<file path="src/cic_pkg.sv">
// constants shared by the core interrupt control block
package cic_pkg;
  // register indices, byte address is four times the index
  localparam logic [11:0] IDX_IRQ_CONTROL = 12'h00b;
  localparam logic [11:0] IDX_PERIPH_FLAG = 12'h00c;
  localparam logic [11:0] IDX_PERIPH_EN   = 12'h08c;
  localparam logic [11:0] IDX_EVT_STATUS  = 12'h090;
  localparam logic [11:0] IDX_EVT_CLEAR   = 12'h091;
  localparam logic [11:0] IDX_EVT_ENABLE  = 12'h092;
  // control register fields
  localparam int GLOBAL_EN_BIT  = 7;
  localparam int GROUP_EN_BIT   = 6;
  localparam int TIMER_EN_BIT   = 5;
  localparam int PIN_EN_BIT     = 4;
  localparam int PORT_EN_BIT    = 3;
  localparam int TIMER_FLAG_BIT = 2;
  localparam int PIN_FLAG_BIT   = 1;
  localparam int PORT_FLAG_BIT  = 0;
  // peripheral flag and enable fields
  localparam int PARALLEL_BIT = 7;
  localparam int CMP_BIT  = 6;
  localparam logic [7:0] PERIPH_MASK = 8'hc0;
  // event status fields
  localparam int EVT_VECTOR = 0;
  localparam int EVT_RETURN = 1;
  localparam logic [1:0] EVT_MASK = 2'h3;
  // reset values
  localparam logic [7:0] IRQ_CONTROL_RST = 8'h00;
  localparam logic [7:0] PERIPH_RST      = 8'h00;
  // vector target of the program counter
  localparam logic [12:0] VECTOR_ADDR = 13'h0004;
  // instruction cycle timing
  localparam int CLK_MHZ          = 100;
  localparam int ICYCLE_NS        = 40;
  localparam int CLKS_PER_ICYCLE  = ICYCLE_NS * CLK_MHZ / 1000;
  localparam logic [1:0] DIV_LAST = 2'(CLKS_PER_ICYCLE - 1);
  // instruction boundaries between request sample and vector
  localparam logic [1:0] VEC_DELAY = 2'h2;
  // axi responses
  localparam logic [1:0] RESP_OKAY   = 2'h0;
  localparam logic [1:0] RESP_SLVERR = 2'h2;
endpackage

</file>
<file path="src/cic_core_irq.sv">
// interrupt control for the microcontroller core, with axi4-lite registers
//
// Operation
// - five sources: pin, timer, port, comparator, parallel
// - global enable bit 7 gates all
// - reset clears global enable
// - return op sets global enable
// - each source masked by own enable
// - peripheral group enable gates peripheral sources
// - peripheral flags and enables separate registers
// - accept: clear enable, push, vector 0004h
// - pin events vector three to four cycles
// - flags set regardless of any enable
// - clearing global enable drops next request, nop
// - dropped requests stay pending
`timescale 1ns/1ps
module cic_core_irq
  import cic_pkg::*;
(
  input  wire logic        aclk,
  input  wire logic        aresetn,
  input  wire logic [11:0] s_axi_awaddr,
  input  wire logic        s_axi_awvalid,
  output logic             s_axi_awready,
  input  wire logic [31:0] s_axi_wdata,
  input  wire logic [3:0]  s_axi_wstrb,
  input  wire logic        s_axi_wvalid,
  output logic             s_axi_wready,
  output logic [1:0]       s_axi_bresp,
  output logic             s_axi_bvalid,
  input  wire logic        s_axi_bready,
  input  wire logic [11:0] s_axi_araddr,
  input  wire logic        s_axi_arvalid,
  output logic             s_axi_arready,
  output logic [31:0]      s_axi_rdata,
  output logic [1:0]       s_axi_rresp,
  output logic             s_axi_rvalid,
  input  wire logic        s_axi_rready,
  input  wire logic        external_irq_pin,
  input  wire logic [3:0]  port_change_pins,
  input  wire logic        timer_zero_ovf,
  input  wire logic        comparator_event,
  input  wire logic        parallel_port_event,
  input  wire logic        return_from_irq_op,
  output logic             icycle_tick,
  output logic             vector_take,
  output logic             stack_push,
  output logic [12:0]      pc_load_value,
  output logic             insert_nop,
  output logic             irq
);

  //----------------------------------------------------------------
  // instruction cycle divider
  //----------------------------------------------------------------
  logic [1:0] div_reg;

  // one enable pulse per instruction cycle
  always_ff @(posedge aclk) begin
    if (!aresetn || div_reg == DIV_LAST) begin
      div_reg <= 2'h0;
    end else begin
      div_reg <= div_reg + 2'h1;
    end
  end
  assign icycle_tick = (div_reg == DIV_LAST);

  //----------------------------------------------------------------
  // pin synchronisers
  //----------------------------------------------------------------
  logic [4:0] s1_reg, s2_reg, s3_reg, pin_reg;
  wire  [4:0] pin_raw = {port_change_pins, external_irq_pin};
  wire        pins_agree = (s2_reg == s3_reg);

  // three stages; a change counts once stages two and three agree
  always_ff @(posedge aclk) begin
    if (!aresetn) begin
      s1_reg  <= 5'h00;
      s2_reg  <= 5'h00;
      s3_reg  <= 5'h00;
      pin_reg <= 5'h00;
    end else begin
      s1_reg <= pin_raw;
      s2_reg <= s1_reg;
      s3_reg <= s2_reg;
      if (pins_agree) begin
        pin_reg <= s3_reg;
      end
    end
  end

  wire ext_event  = pins_agree && s3_reg[0] && !pin_reg[0];
  wire port_event = pins_agree && (s3_reg[4:1] != pin_reg[4:1]);

  //----------------------------------------------------------------
  // axi4-lite write side
  //----------------------------------------------------------------
  logic        aw_held_reg, w_held_reg;
  logic [11:0] aw_addr_reg;
  logic [7:0]  w_data_reg;
  logic        w_lane_reg;

  assign s_axi_awready = !aw_held_reg && !s_axi_bvalid;
  assign s_axi_wready  = !w_held_reg && !s_axi_bvalid;

  wire        wr_fire  = aw_held_reg && w_held_reg;
  wire [11:0] wr_idx   = {2'h0, aw_addr_reg[11:2]};
  wire        wr_ok    = (aw_addr_reg[1:0] == 2'h0) && w_lane_reg;
  wire        wr_ctl   = wr_fire && wr_ok && wr_idx == IDX_IRQ_CONTROL;
  wire        wr_pflag = wr_fire && wr_ok && wr_idx == IDX_PERIPH_FLAG;
  wire        wr_pen   = wr_fire && wr_ok && wr_idx == IDX_PERIPH_EN;
  wire        wr_eclr  = wr_fire && wr_ok && wr_idx == IDX_EVT_CLEAR;
  wire        wr_een   = wr_fire && wr_ok && wr_idx == IDX_EVT_ENABLE;
  wire        wr_hit   = wr_ctl || wr_pflag || wr_pen || wr_eclr || wr_een;

  // address and data are taken in either order, answer after both
  always_ff @(posedge aclk) begin
    if (!aresetn) begin
      aw_held_reg  <= 1'b0;
      w_held_reg   <= 1'b0;
      aw_addr_reg  <= 12'h000;
      w_data_reg   <= 8'h00;
      w_lane_reg   <= 1'b0;
      s_axi_bvalid <= 1'b0;
      s_axi_bresp  <= RESP_OKAY;
    end else begin
      if (s_axi_awvalid && s_axi_awready) begin
        aw_held_reg <= 1'b1;
        aw_addr_reg <= s_axi_awaddr;
      end
      if (s_axi_wvalid && s_axi_wready) begin
        w_held_reg <= 1'b1;
        w_data_reg <= s_axi_wdata[7:0];
        w_lane_reg <= s_axi_wstrb[0];
      end
      if (wr_fire) begin
        aw_held_reg  <= 1'b0;
        w_held_reg   <= 1'b0;
        s_axi_bvalid <= 1'b1;
        s_axi_bresp  <= wr_hit ? RESP_OKAY : RESP_SLVERR;
      end else if (s_axi_bready) begin
        s_axi_bvalid <= 1'b0;
      end
    end
  end

  //----------------------------------------------------------------
  // interrupt registers
  //----------------------------------------------------------------
  logic [7:0] ctl_reg, pflag_reg, pen_reg;
  logic [1:0] evt_sts_reg, evt_en_reg;
  logic [1:0] stage_reg;
  logic       vec_pulse_reg;

  // each core source masked by its own enable
  // request needs global enable and an enabled source
  wire core_req = (ctl_reg[TIMER_EN_BIT] && ctl_reg[TIMER_FLAG_BIT])
               || (ctl_reg[PIN_EN_BIT] && ctl_reg[PIN_FLAG_BIT])
               || (ctl_reg[PORT_EN_BIT] && ctl_reg[PORT_FLAG_BIT]);
  // peripheral group gates comparator and parallel port
  wire per_req  = ctl_reg[GROUP_EN_BIT] && |(pflag_reg & pen_reg & PERIPH_MASK);
  // global enable blocks everything when low
  wire irq_req  = ctl_reg[GLOBAL_EN_BIT] && (core_req || per_req);
  // a write that drops global enable
  wire en_drop  = wr_ctl && ctl_reg[GLOBAL_EN_BIT] && !w_data_reg[GLOBAL_EN_BIT];
  // vector on the boundary after the delay stages
  wire take     = icycle_tick && irq_req && !en_drop && stage_reg == VEC_DELAY;

  // events raise flags whatever the enables
  wire [7:0] ctl_set = {5'h00, timer_zero_ovf, ext_event, port_event};
  wire [7:0] pf_set  = {parallel_port_event, comparator_event, 6'h00};
  wire [1:0] evt_set = {return_from_irq_op, take};

  // flags only drop by software write; set wins over clear
  wire [7:0] ctl_sw  = wr_ctl ? w_data_reg : ctl_reg;
  wire [7:0] ctl_clr = take ? (ctl_sw & ~(8'h01 << GLOBAL_EN_BIT)) : ctl_sw;
  wire [7:0] ctl_next = return_from_irq_op ? (ctl_clr | (8'h01 << GLOBAL_EN_BIT))
                                           : (ctl_clr | ctl_set);
  wire [7:0] pflag_next = ((wr_pflag ? w_data_reg : pflag_reg) | pf_set)
                          & PERIPH_MASK;
  wire [1:0] evt_next = (evt_sts_reg & ~(wr_eclr ? w_data_reg[1:0] : 2'h0))
                        | evt_set;

  always_ff @(posedge aclk) begin
    if (!aresetn) begin
      ctl_reg     <= IRQ_CONTROL_RST;
      pflag_reg   <= PERIPH_RST;
      pen_reg     <= PERIPH_RST;
      evt_sts_reg <= 2'h0;
      evt_en_reg  <= 2'h0;
    end else begin
      ctl_reg[7:3] <= ctl_next[7:3];
      ctl_reg[2:0] <= ctl_next[2:0] | ctl_set[2:0];
      // peripheral flags and enables in own registers
      pflag_reg   <= pflag_next;
      pen_reg     <= wr_pen ? (w_data_reg & PERIPH_MASK) : pen_reg;
      evt_sts_reg <= evt_next;
      evt_en_reg  <= wr_een ? (w_data_reg[1:0] & EVT_MASK) : evt_en_reg;
    end
  end

  //----------------------------------------------------------------
  // vectoring pipeline
  //----------------------------------------------------------------
  // dropped requests restart from the flags later
  always_ff @(posedge aclk) begin
    if (!aresetn || en_drop || take) begin
      stage_reg <= 2'h0;
    end else if (icycle_tick) begin
      stage_reg <= irq_req ? ((stage_reg == VEC_DELAY) ? stage_reg
                                                       : stage_reg + 2'h1)
                           : 2'h0;
    end
  end

  // clear enable, push return address, load vector
  always_ff @(posedge aclk) begin
    if (!aresetn) begin
      vec_pulse_reg <= 1'b0;
      insert_nop    <= 1'b0;
      pc_load_value <= 13'h0000;
    end else begin
      vec_pulse_reg <= take;
      insert_nop    <= en_drop;
      pc_load_value <= VECTOR_ADDR;
    end
  end
  assign vector_take = vec_pulse_reg;
  assign stack_push  = vec_pulse_reg;
  assign irq         = |(evt_sts_reg & evt_en_reg);

  //----------------------------------------------------------------
  // axi4-lite read side
  //----------------------------------------------------------------
  wire [11:0] rd_idx = {2'h0, s_axi_araddr[11:2]};
  wire        rd_al  = (s_axi_araddr[1:0] == 2'h0);
  wire [7:0]  rd_val = (rd_idx == IDX_IRQ_CONTROL) ? ctl_reg
                     : (rd_idx == IDX_PERIPH_FLAG) ? pflag_reg
                     : (rd_idx == IDX_PERIPH_EN)   ? pen_reg
                     : (rd_idx == IDX_EVT_STATUS)  ? {6'h00, evt_sts_reg}
                     : (rd_idx == IDX_EVT_ENABLE)  ? {6'h00, evt_en_reg}
                     : 8'h00;
  wire        rd_hit = rd_al && (rd_idx == IDX_IRQ_CONTROL
                     || rd_idx == IDX_PERIPH_FLAG || rd_idx == IDX_PERIPH_EN
                     || rd_idx == IDX_EVT_STATUS || rd_idx == IDX_EVT_ENABLE);

  assign s_axi_arready = !s_axi_rvalid;

  // read data registered one cycle after the address
  always_ff @(posedge aclk) begin
    if (!aresetn) begin
      s_axi_rvalid <= 1'b0;
      s_axi_rdata  <= 32'h0000_0000;
      s_axi_rresp  <= RESP_OKAY;
    end else if (s_axi_arvalid && s_axi_arready) begin
      s_axi_rvalid <= 1'b1;
      s_axi_rdata  <= {24'h00_0000, rd_hit ? rd_val : 8'h00};
      s_axi_rresp  <= rd_hit ? RESP_OKAY : RESP_SLVERR;
    end else if (s_axi_rready) begin
      s_axi_rvalid <= 1'b0;
    end
  end

  //----------------------------------------------------------------
  // assertions
  //----------------------------------------------------------------
  a_enable_reset: assert property (@(posedge aclk)
    !aresetn |=> !ctl_reg[GLOBAL_EN_BIT]) else $error("global enable set after reset");

  a_take_needs_enable: assert property (@(posedge aclk) disable iff (!aresetn)
    vector_take |-> $past(ctl_reg[GLOBAL_EN_BIT])) else $error("vector without enable");

  a_take_clears_enable: assert property (@(posedge aclk) disable iff (!aresetn)
    take && !return_from_irq_op |=> !ctl_reg[GLOBAL_EN_BIT] && vector_take
    && stack_push && pc_load_value == VECTOR_ADDR) else $error("vector effects wrong");

  a_return_sets: assert property (@(posedge aclk) disable iff (!aresetn)
    return_from_irq_op |=> ctl_reg[GLOBAL_EN_BIT]) else $error("return did not enable");

  a_periph_gate: assert property (@(posedge aclk) disable iff (!aresetn)
    take && !core_req |-> ctl_reg[GROUP_EN_BIT]) else $error("peripheral vector ungated");

  a_flag_sticky: assert property (@(posedge aclk) disable iff (!aresetn)
    ctl_reg[PIN_FLAG_BIT] && !wr_ctl |=> ctl_reg[PIN_FLAG_BIT]) else $error("flag lost");

  a_timer_flag: assert property (@(posedge aclk) disable iff (!aresetn)
    timer_zero_ovf |=> ctl_reg[TIMER_FLAG_BIT]) else $error("timer flag not set");

  a_drop_nop: assert property (@(posedge aclk) disable iff (!aresetn)
    en_drop |-> !take ##1 insert_nop) else $error("drop not honoured");

  a_vector_latency: assert property (@(posedge aclk) disable iff (!aresetn)
    $rose(irq_req) && stage_reg == 2'h0 && !en_drop |-> ##[1:4]
    (stage_reg != 2'h0 || !irq_req)) else $error("vector pipeline stalled");

endmodule

</file>
<file path="config.mk">
export PLATFORM = sky130hd
export DESIGN_NAME = cic_core_irq
export DESIGN_NICKNAME = d
export VERILOG_FILES = /design/src/cic_pkg.sv /design/src/cic_core_irq.sv
export SDC_FILE = /design/constraint.sdc
export NUM_CORES = 1
export LEC_CHECK = 0
export ABC_AREA = 1
export BUFFER_PORTS_ARGS = -buffer_cell sky130_fd_sc_hd__clkbuf_2
export CAP_MARGIN = 20
export CORE_UTILIZATION = 35
export CTS_CLUSTER_DIAMETER = 80
export DETAILED_ROUTE_END_ITERATION = 7
export PLACE_DENSITY = 0.58
export RECOVER_POWER = 25
export SYNTH_ARGS = -nofsm -noshare
export SYNTH_HDL_FRONTEND = slang
export SYNTH_SLANG_ARGS = --single-unit
</file>
<file path="constraint.sdc">
create_clock -name aclk -period 1.7 [get_ports aclk]
set_clock_uncertainty 0.15 [all_clocks]
set_input_delay 0 -clock aclk [delete_from_list [all_inputs] [get_ports aclk]]
set_output_delay 0 -clock aclk [all_outputs]
set_load 0.01 [all_outputs]
</file>
==> results.txt, run 1 <==
----------------------------------------------------
[Critical path]
  Worst reg-to-reg setup slack ... 130 ps
  Category of the worst setup path launch point ... input port
  Depth of the worst register-to-register path ... 7
  Required time at the endpoint of the critical path ... 1840 ps
  Critical Path Fanout Max ... 4
  Endpoint of the most critical register-to-register path ... evt_sts_reg[0]
  R2R Path Start ... aw_addr_reg[11]
  Endpoint type of the worst setup path ... flip-flop
  Arrival time reported for the critical path endpoint ... between 1500 and 2000 ps
  Crit Path Class ... in2reg

[Synthesis]
  Post-Synthesis Mean Instance Area ... 7.33 µm²
  Fraction of the mapped netlist area in simple logic gates ... 0.247
  Multiplexer share of the synthesized area ... 0
  Register bit count reported by yosys ... 78
  Main combinational cell family by area after synthesis ... simple AND/OR/NAND/NOR gates
  Adder-cell share of the synthesized area ... 0.00695
  Count of cell types in the netlist ... 37
  Cell Area, Synth ... 3600 µm²
  Cells after Synth ... between 400 and 500
  Fraction of the yosys area taken by sequential cells ... 0.434
  Post-Synth XOR/XNOR Area ... 0.0219
  Yosys warning count ... 0
  Post-synthesis compound-gate area fraction ... 0.123

[Run status]
  Outcome ... finished, final reports clean

[Route]
  Overall via count from detail_route ... 3270
  Violation count after the first detailed-routing iteration ... 139
  Wire per inst ... 10.7 µm
  DR pass1 iterations ... 4
  Residual DRC ... 0
  Post-Route WL ... approximately 8000 µm
  Post-DRT Antenna Nets ... 0
  Post-DR vias/cell ... 4.35

[Cells and area]
  Flip-flop count of the largest register, all copies and words added ... 12
  ANT cells ... 0
  Share of layout cells above drive strength 1 ... 0.166
  Layout area overhead ... 28.8%
  Leading cell types in the layout, fill and taps excluded ... 78 x sky130_fd_sc_hd__dfxtp_1, 77 x sky130_fd_sc_hd__nand2_1, 69 x sky130_fd_sc_hd__nor2_1
  Layout Cell Area excl Fill ... 4640 µm²
  Post-layout utilization of the core ... 0.470
  FILL cells ... 1006
  Most common cell after layout, fill and taps aside ... sky130_fd_sc_hd__dfxtp_1
  Nets@finish ... 692

[Pwr]
  Worst IR Drop VDD ... a little under 0.4 mV
  Internal ... 2760 µW
  Relative contribution of combinational cells to total power ... 0.154
  Seq pwr share ... 0.513
  Share of total power consumed by net switching ... 0.295
  Power share of the clock group ... 0.333
  Power per standard cell area ... 844 nW/µm²
  Pleak ... 0.00224 µW
  Total power ... just under 4000 µW
  Net switching component of the power ... 1160 µW

[Clock network]
  Number of buffers added by the clock tree synthesis step ... 9
  Number of sinks on the clock net ... 78
  Number of buffers inserted to repair setup after CTS ... 0
  H-tree depth ... 3
  Worst skew pair latency ... 350 ps
  Bufs on Longest Clock Path ... 2
  CTS Root Cell ... sky130_fd_sc_hd__clkbuf_8
  Clock-pin slew on the worst setup and hold paths ... 90 ps
  CTS tree ... built

[Floorplanning]
  Die footprint ... 10700 µm²
  Overall die width ... 103 µm
  Number of core rows ... 36
  Initial cell density of the core ... 0.365
  Top-level I/O count ... ~140
  Height of the die ... 103 µm
  Placeable core area ... 9860 µm²

[STA]
  Fin crit share ... 0.935
  Final Max Slew Viols ... 0
  Maximum operating frequency ... around 630 MHz
  Finish-stage setup viols ... 0
  Tightest hold margin ... about 9 ps
  Final hold violations ... 0
  Final total negative setup slack ... 0 ps
  Unrepaired setup endpoints after global routing ... no
  Shortest period the worst path allows ... 1590 ps

[Placement]
  Final weighted congestion in routability-driven placement ... between 0.7 and 0.8
  Placement Cell Area ... slightly below 4000 µm²
  Post-DP HPWL ... 5750 µm
  Port Buffer Count ... 69

[Global route]
  Remaining global-route overflow ... 0
  GRT Total Usage ... 0.156
  Number of global-route vias before repair ... roughly 3000
  Maximum number of pins on one net before global-route repair ... 24
  Global-route wire length before repair ... 12800 µm
  Initial antenna violation count ... 0

[Min path]
  Hold path depth ... 6
  Path class of the lowest-slack min-delay path ... in2reg
  Min-delay src ... s_axi_araddr[8]
  Capture endpoint of the worst hold path ... s_axi_rdata[6]

[Run]
  Max capacitance violation total ... 0

----------------------------------------------------
## synthesized netlist by cell type (all sizes together)
master / instances / share of area
clkinv: 1 / 0.0010
o22ai: 2 / 0.0035
nor4: 1 / 0.0017
a21oi: 34 / 0.048
and2: 1 / 0.0017
nor2: 73 / 0.078
ha: 2 / 0.0070
buf: 44 / 0.091
nand3: 25 / 0.039
xnor2: 7 / 0.017
nand4: 13 / 0.023
xor2: 2 / 0.0049
o21bai: 1 / 0.0021
o21ai: 45 / 0.065
nor3: 6 / 0.013
nor3b: 1 / 0.0021
nand2: 80 / 0.087
dfxtp: 78 / 0.43
inv: 64 / 0.067
conb: 1 / 0.0010
a22o: 1 / 0.0024
o21a: 1 / 0.0021
nand3b: 1 / 0.0021
clkbuf: 7 / 0.0073
## how the worst max path moves through the flow
| stage | from | end | slack, ps | depth (start not counted) |
|---|---|---|---|---|
| after floorplan | aw_addr_reg[11] | ctl_reg[1] | 180 | 9 |
| after global placement | aw_addr_reg[11] | stage_reg[1] | 140 | 7 |
| after detailed placement | aw_addr_reg[11] | evt_sts_reg[0] | 120 | 7 |
| after CTS | s_axi_araddr[10] | s_axi_rdata[6] | 20 | 8 |
| after global routing | s3_reg[2] | pin_reg[1] | 0.007 | 6 |
| final | s_axi_araddr[3] | s_axi_rdata[1] | 110 | 8 |
## worst max-delay path, stage by stage
cell	delay, ps
sky130_fd_sc_hd__dlygate4sd3_1	530
sky130_fd_sc_hd__clkbuf_2	150
sky130_fd_sc_hd__nor2_4	140
sky130_fd_sc_hd__dlygate4sd3_1	580
sky130_fd_sc_hd__nand3_1	90
sky130_fd_sc_hd__nand3_1	70
sky130_fd_sc_hd__nand2_1	50
sky130_fd_sc_hd__a21oi_1	110
## kinds of logic after synthesis
group	after synthesis
fa+ha+maj	2
flops	78
simple gates	201
compound gates	84
other cells	1
buf+inv	116
xor+xnor	9
## through the flow
step,cells,setup slack (ps)
2_1_floorplan,528,181
3_3_place_gp,688,137
3_5_place_dp,688,116
4_1_cts,752,21.5
5_1_grt,752,0.00744
6_report,752,111
## power by group through the flow
stage / clock network [µW] / logic (µW) / registers (µW)
6_report: 1300 / 602 / 2010
5_1_grt: 1420 / 687 / 2020
4_1_cts: 1360 / 592 / 2010
3_5_place_dp: 0 / 506 / 2050
3_3_place_gp: 0 / 495 / 2050
2_1_floorplan: 0 / 413 / 2040
## area by class of cell
cell class | instances | area (µm²) | area share
multi-input cells | 334 | 1600 | 0.346
clock buffers | 9 | 124 | 0.0267
inverters | 65 | 244 | 0.0526
clock inverters | 7 | 61.3 | 0.0132
well taps | 133 | 166 | 0.0359
flip-flops and latches | 78 | 1560 | 0.337
repair buffers | 126 | 878 | 0.189
## what timing repair did
item,in CTS,in global routing
hold buffers,48,0
endpoints found under the setup margin,0,14
resized for setup,0,6
endpoints found under the hold margin,71,0
## layer usage
metal,vias up,routed length [µm],track usage
li1,1734,-,-
met1,1435,3820,0.189
met2,93,3720,0.264
met3,8,377,0.0477
met4,0,99,0.0531
met5,-,0,0
Note: power is estimated with default switching activity, not from simulation.
==> inputs of run 2 (changes only) <==
- RECOVER_POWER: 25 -> not set
==> results.txt, run 2 (synthesized netlist as in run 1, its figures left out) <==
----------------------------------------------------
[Route]
  Post-DR vias/cell ... 4.37 (+0.49%)
  Wire per inst ... 10.7 µm (about the same)
  DR pass1 iterations ... 4 (unchanged)
  Residual DRC ... 0 (unchanged)
  Violation count after the first detailed-routing iteration ... 149 (+7.2%)
  Post-DRT Antenna Nets ... 0 (unchanged)
  Overall via count from detail_route ... 3286 (+0.49%)
  Post-Route WL ... 8030 µm (about the same)

[Clock network]
  Bufs on Longest Clock Path ... 2 (unchanged)
  Worst skew pair latency ... 350 ps (about the same)
  Number of sinks on the clock net ... 78 (unchanged)
  Number of buffers added by the clock tree synthesis step ... 9 (unchanged)
  CTS Root Cell ... sky130_fd_sc_hd__clkbuf_8
  Clock-pin slew on the worst setup and hold paths ... 90 ps (about the same)
  CTS tree ... built
  H-tree depth ... 3 (unchanged)

[Cells and area]
  FILL cells ... 1005 (-0.099%)
  Share of layout cells above drive strength 1 ... 0.189 (+0.0226)
  Flip-flop count of the largest register, all copies and words added ... 12 (unchanged)
  Nets@finish ... 692 (unchanged)
  Layout area overhead ... 29.3%
  Leading cell types in the layout, fill and taps excluded ... 78 x sky130_fd_sc_hd__dfxtp_1, 77 x sky130_fd_sc_hd__nand2_1, 69 x sky130_fd_sc_hd__nor2_1, 69 x sky130_fd_sc_hd__clkbuf_2, 56 x sky130_fd_sc_hd__inv_1
  Most common cell after layout, fill and taps aside ... sky130_fd_sc_hd__dfxtp_1
  Layout Cell Area excl Fill ... 4660 µm² (+0.38%)
  ANT cells ... 0 (unchanged)

[Placement]
  Placement Cell Area ... 3960 µm² (unchanged)
  Port Buffer Count ... 69 (unchanged)
  Final weighted congestion in routability-driven placement ... 0.794 (unchanged)
  Post-DP HPWL ... 5750 µm (unchanged)

[Floorplanning]
  Die footprint ... 10700 µm² (unchanged)
  Top-level I/O count ... 135 (unchanged)
  Number of core rows ... 36 (unchanged)
  Height of the die ... 103 µm (unchanged)
  Placeable core area ... 9860 µm² (unchanged)
  Overall die width ... 103 µm (unchanged)
  Initial cell density of the core ... 0.365 (unchanged)

[STA]
  Fin crit share ... 0.934 (about the same)
  Final Max Slew Viols ... 0 (unchanged)
  Finish-stage setup viols ... 0 (unchanged)
  Final total negative setup slack ... 0 ps (unchanged)
  Final hold violations ... 0 (unchanged)
  Shortest period the worst path allows ... 1590 ps (-1.32 ps)
  Unrepaired setup endpoints after global routing ... no
  Tightest hold margin ... 9.36 ps (+0.141 ps)
  Maximum operating frequency ... 630 MHz (about the same)

[Critical path]
  Crit Path Class ... in2reg
  Source of the critical timing path ... s_axi_araddr[3]
  Endpoint type of the worst setup path ... flip-flop
  Worst reg-to-reg setup slack ... 130 ps (about the same)
  Depth of the worst register-to-register path ... 7 (unchanged)
  Endpoint of the most critical register-to-register path ... evt_sts_reg[0]
  Category of the worst setup path launch point ... input port
  Critical Path Fanout Max ... 4 (unchanged)
  Required time at the endpoint of the critical path ... 1840 ps (about the same)
  Arrival time reported for the critical path endpoint ... 1730 ps (about the same)
  R2R Path Start ... aw_addr_reg[11]

[Global route]
  Initial antenna violation count ... 0 (unchanged)
  Number of global-route vias before repair ... 2937 (unchanged)
  Remaining global-route overflow ... 0 (unchanged)
  Global-route wire length before repair ... 12800 µm (unchanged)
  GRT Total Usage ... 0.156 (unchanged)
  Maximum number of pins on one net before global-route repair ... 24 (unchanged)

[Pwr]
  Pleak ... 0.00228 µW (+2.1%)
  Worst IR Drop VDD ... 0.386 mV (-0.12%)
  Power per standard cell area ... 842 nW/µm² (-0.24%)

[Min path]
  Hold path depth ... 6 (unchanged)
  Capture endpoint of the worst hold path ... s_axi_rdata[6]
  Path class of the lowest-slack min-delay path ... in2reg
  Min-delay src ... s_axi_araddr[8]

[Run status]
  Outcome ... finished, final reports clean

[Run]
  Max capacitance violation total ... 0 (unchanged)

----------------------------------------------------
-- run 2: critical path, cell delays in order --
cell,delay [ps]
sky130_fd_sc_hd__dlygate4sd3_1,530
sky130_fd_sc_hd__clkbuf_2,150
sky130_fd_sc_hd__nor2_4,140
sky130_fd_sc_hd__dlygate4sd3_1,580
sky130_fd_sc_hd__nand3_1,90
sky130_fd_sc_hd__nand3_1,70
sky130_fd_sc_hd__nand2_1,50
sky130_fd_sc_hd__a21oi_1,110
-- run 2: through the flow --
step / power (µW) / util / cells / setup WS (ps)
floorplan: 2450 / - / 528 / 181
global placement: 2540 / 0.402 / 688 / 137
detailed placement: 2560 / 0.402 / 688 / 116
CTS: 3960 / 0.469 / 752 / 21.5
global route: 4130 / 0.472 / 752 / 0.00744
finish: 3920 / 0.472 / 752 / 113
-- run 2: report_power, final --
part           internal, µW  total (µW)  switching, µW
Sequential             1940        2010           74.0
Combinational           265         604            339
Clock                   560        1310            746
-- run 2: routing by layer --
layer | global-route usage | wire length [µm] | share of wire
met5 | 0 | 0 | 0
met4 | 0.0531 | 99 | 0.012
met3 | 0.0477 | 397 | 0.049
met2 | 0.264 | 3700 | 0.46
met1 | 0.189 | 3830 | 0.48
-- run 2: repair_timing --
item	CTS	global route
setup buffers	0	0
hold endpoints to repair	71	0
hold buffers	48	0
setup endpoints to repair	0	14
resized for setup	0	6
-- run 2: worst max path at each step --
stage          depth (start not counted)              to  slack (ps)
3_3_place_gp                           7    stage_reg[1]         140
3_5_place_dp                           7  evt_sts_reg[0]         120
5_1_grt                                6      pin_reg[1]       0.007
2_1_floorplan                          9      ctl_reg[1]         180
4_1_cts                                8  s_axi_rdata[6]          20
6_report                               8  s_axi_rdata[1]         110
-- run 2: layout make-up --
class                      count  area, µm²  area share
clock buffer                   9        124      0.0266
clock inverter                 7       61.3      0.0132
inverter                      65        244      0.0524
multi-input combinational    334       1600       0.344
sequential                    78       1560       0.335
tap                          133        166      0.0357
timing repair buffer         126        896       0.192
==> inputs of run 3 (changes only) <==
- CORE_MARGIN: not set -> 2
- clock period: 1.7 -> 1.71 ns (I/O delays scaled with it)
==> results.txt, run 3 (synthesized netlist as in run 1, its figures left out) <==
----------------------------------------------------
[Clock network]
  Bufs on Longest Clock Path ... 2 (unchanged)
  Number of sinks on the clock net ... 78 (unchanged)
  Clock-pin slew on the worst setup and hold paths ... 90 ps (about the same)
  CTS Root Cell ... sky130_fd_sc_hd__clkbuf_8
  H-tree depth ... 3 (unchanged)
  Worst skew pair latency ... 350 ps (about the same)
  Number of buffers added by the clock tree synthesis step ... 9 (unchanged)
  CTS tree ... built

[Cells and area]
  Share of layout cells above drive strength 1 ... 0.193 (+0.00422)
  FILL cells ... 1003 (-0.20%)
  Flip-flop count of the largest register, all copies and words added ... 12 (unchanged)
  Storage element area ... 1560 µm² (unchanged)
  Post-layout utilization of the core ... 0.467 (-0.00523)
  Leading cell types in the layout, fill and taps excluded ... 78 x sky130_fd_sc_hd__dfxtp_1, 77 x sky130_fd_sc_hd__nand2_1, 69 x sky130_fd_sc_hd__clkbuf_2
  Most common cell after layout, fill and taps aside ... sky130_fd_sc_hd__dfxtp_1
  ANT cells ... 0 (unchanged)
  Multi-input gate area in the final layout ... 1610 µm² (+0.47%)
  Layout area overhead ... 31.5%
  Nets@finish ... 694 (+0.29%)

[Pwr]
  Worst IR Drop VDD ... 0.564 mV (+46%)
  Total power ... 4180 µW (+6.7%)
  Power per standard cell area ... 884 nW/µm² (+4.9%)
  Pleak ... 0.00230 µW (+0.82%)

[Global route]
  Maximum number of pins on one net before global-route repair ... 34 (+42%)
  GRT Total Usage ... 0.142 (-0.0144)
  Global-route wire length before repair ... 12800 µm (+0.11%)
  Remaining global-route overflow ... 0 (unchanged)
  Number of global-route vias before repair ... 2913 (-0.82%)
  Initial antenna violation count ... 0 (unchanged)

[Route]
  Violation count after the first detailed-routing iteration ... 116 (-22%)
  Post-DRT Antenna Nets ... 0 (unchanged)
  Overall via count from detail_route ... 3310 (+0.73%)
  Post-Route WL ... 8010 µm (-0.24%)
  Residual DRC ... 0 (unchanged)
  Wire per inst ... 10.6 µm (-0.90%)
  Post-DR vias/cell ... 4.37 (about the same)
  DR pass1 iterations ... 4 (unchanged)

[STA]
  Fin crit share ... 0.958
  Tightest hold margin ... 18.0 ps (+8.67 ps)
  Unrepaired setup endpoints after global routing ... yes
  Final total negative setup slack ... 0 ps (unchanged)
  Maximum operating frequency ... 610 MHz
  Finish-stage setup viols ... 0 (unchanged)
  Final Max Slew Viols ... 0 (unchanged)
  Shortest period the worst path allows ... 1640 ps
  Final hold violations ... 0 (unchanged)

[Run status]
  Outcome ... finished, final reports clean

[Floorplanning]
  Top-level I/O count ... 135 (unchanged)
  Overall die width ... 105 µm (+1.9%)
  Height of the die ... 105 µm (+1.9%)
  Initial cell density of the core ... 0.355 (-0.00986)
  Number of core rows ... 37 (+2.8%)
  Placeable core area ... 10100 µm² (+2.8%)
  Die footprint ... 11100 µm² (+3.9%)

[Min path]
  Capture endpoint of the worst hold path ... s_axi_rdata[6]
  Path class of the lowest-slack min-delay path ... in2reg
  Min-delay src ... s_axi_araddr[8]
  Hold path depth ... 6 (unchanged)

[Run]
  Max capacitance violation total ... 0 (unchanged)

[Critical path]
  Required time at the endpoint of the critical path ... 1850 ps (about the same)
  Arrival time reported for the critical path endpoint ... 1780 ps (+50 ps)
  Endpoint type of the worst setup path ... flip-flop
  Critical Path Fanout Max ... 3 (-1)
  Category of the worst setup path launch point ... input port
  Worst reg-to-reg setup slack ... 100 ps (-30 ps)
  Endpoint of the most critical register-to-register path ... evt_sts_reg[0]
  Crit Path Class ... in2reg
  R2R Path Start ... aw_addr_reg[11]
  Depth of the worst register-to-register path ... 8 (+1)

[Placement]
  Final weighted congestion in routability-driven placement ... 0.806 (+1.5%)
  Post-DP HPWL ... 5710 µm (-0.72%)
  Port Buffer Count ... 69 (unchanged)

----------------------------------------------------
## run 3: cell types whose count changed in the layout (fill, tap and decap cells not counted), sizes merged
cell / change
bufinv: +2
clkinvlp: -2
dlygate4sd3: +2
clkinv: +1
dlymetal6s4s: -1
inv: -1
nand2: +1
## run 3: stage by stage
stage               std cells  worst slack (ps)  area, µm²
global placement          690               146       3960
global route              757             -20.5       4730
floorplan                 528               191       3740
finish                    757              71.6       4730
CTS                       755              30.4       4680
detailed placement        690               124       3960
## run 3: how the worst max path moves through the flow
stage,start,end,slack [ps],cells past startpoint
after detailed placement,aw_addr_reg[11],evt_sts_reg[0],120,7
after CTS,s_axi_araddr[10],s_axi_rdata[6],30,8
after floorplan,aw_addr_reg[11],ctl_reg[1],190,9
after global placement,aw_addr_reg[11],stage_reg[1],150,7
after global routing,s_axi_araddr[2],s_axi_rdata[6],-20,9
final,s_axi_araddr[2],s_axi_rdata[6],70,9
## run 3: report_power, final
| part | leakage [µW] | switching (µW) | internal, µW |
|---|---|---|---|
| clock | 0.000117 | 718 | 845 |
| sequential | 0.000641 | 73.4 | 1930 |
| combinational | 0.00155 | 341 | 281 |
| total | 0.00230 | 1130 | 3050 |
## run 3: worst max-delay path: stages
cell                            delay (ps)
sky130_fd_sc_hd__dlygate4sd3_1         530
sky130_fd_sc_hd__clkbuf_2              130
sky130_fd_sc_hd__nand2_1                70
sky130_fd_sc_hd__nor2_2                130
sky130_fd_sc_hd__nand4_1                90
sky130_fd_sc_hd__dlygate4sd3_1         560
sky130_fd_sc_hd__nand3_1                80
sky130_fd_sc_hd__nand2_1                70
sky130_fd_sc_hd__a21oi_1               120
## run 3: layout make-up
cell class | instances | area share
Multi-Input combinational cell | 335 | 0.340
Timing Repair Buffer | 127 | 0.194
Inverter | 65 | 0.0516
Clock inverter | 7 | 0.0217
Sequential cell | 78 | 0.330
Tap cell | 136 | 0.0360
Clock buffer | 9 | 0.0262
## run 3: timing repair
| action | CTS | global route |
|---|---|---|
| buffers inserted | 0 | 1 |
| hold endpoints to repair | 52 | 0 |
| hold buffers | 49 | 0 |
| resized for setup | 0 | 7 |
| setup endpoints to repair | 0 | 12 |
## run 3: metal layers
| metal | up-vias | GRT usage | part of all wire | wire length, µm |
|---|---|---|---|---|
| li1 | 1740 | - | - | - |
| met3 | 16 | 0.0365 | 0.062 | 497 |
| met4 | 0 | 0.0552 | 0.021 | 169 |
| met1 | 1453 | 0.182 | 0.46 | 3690 |
| met5 | - | 0 | 0 | 0 |
| met2 | 101 | 0.228 | 0.46 | 3650 |
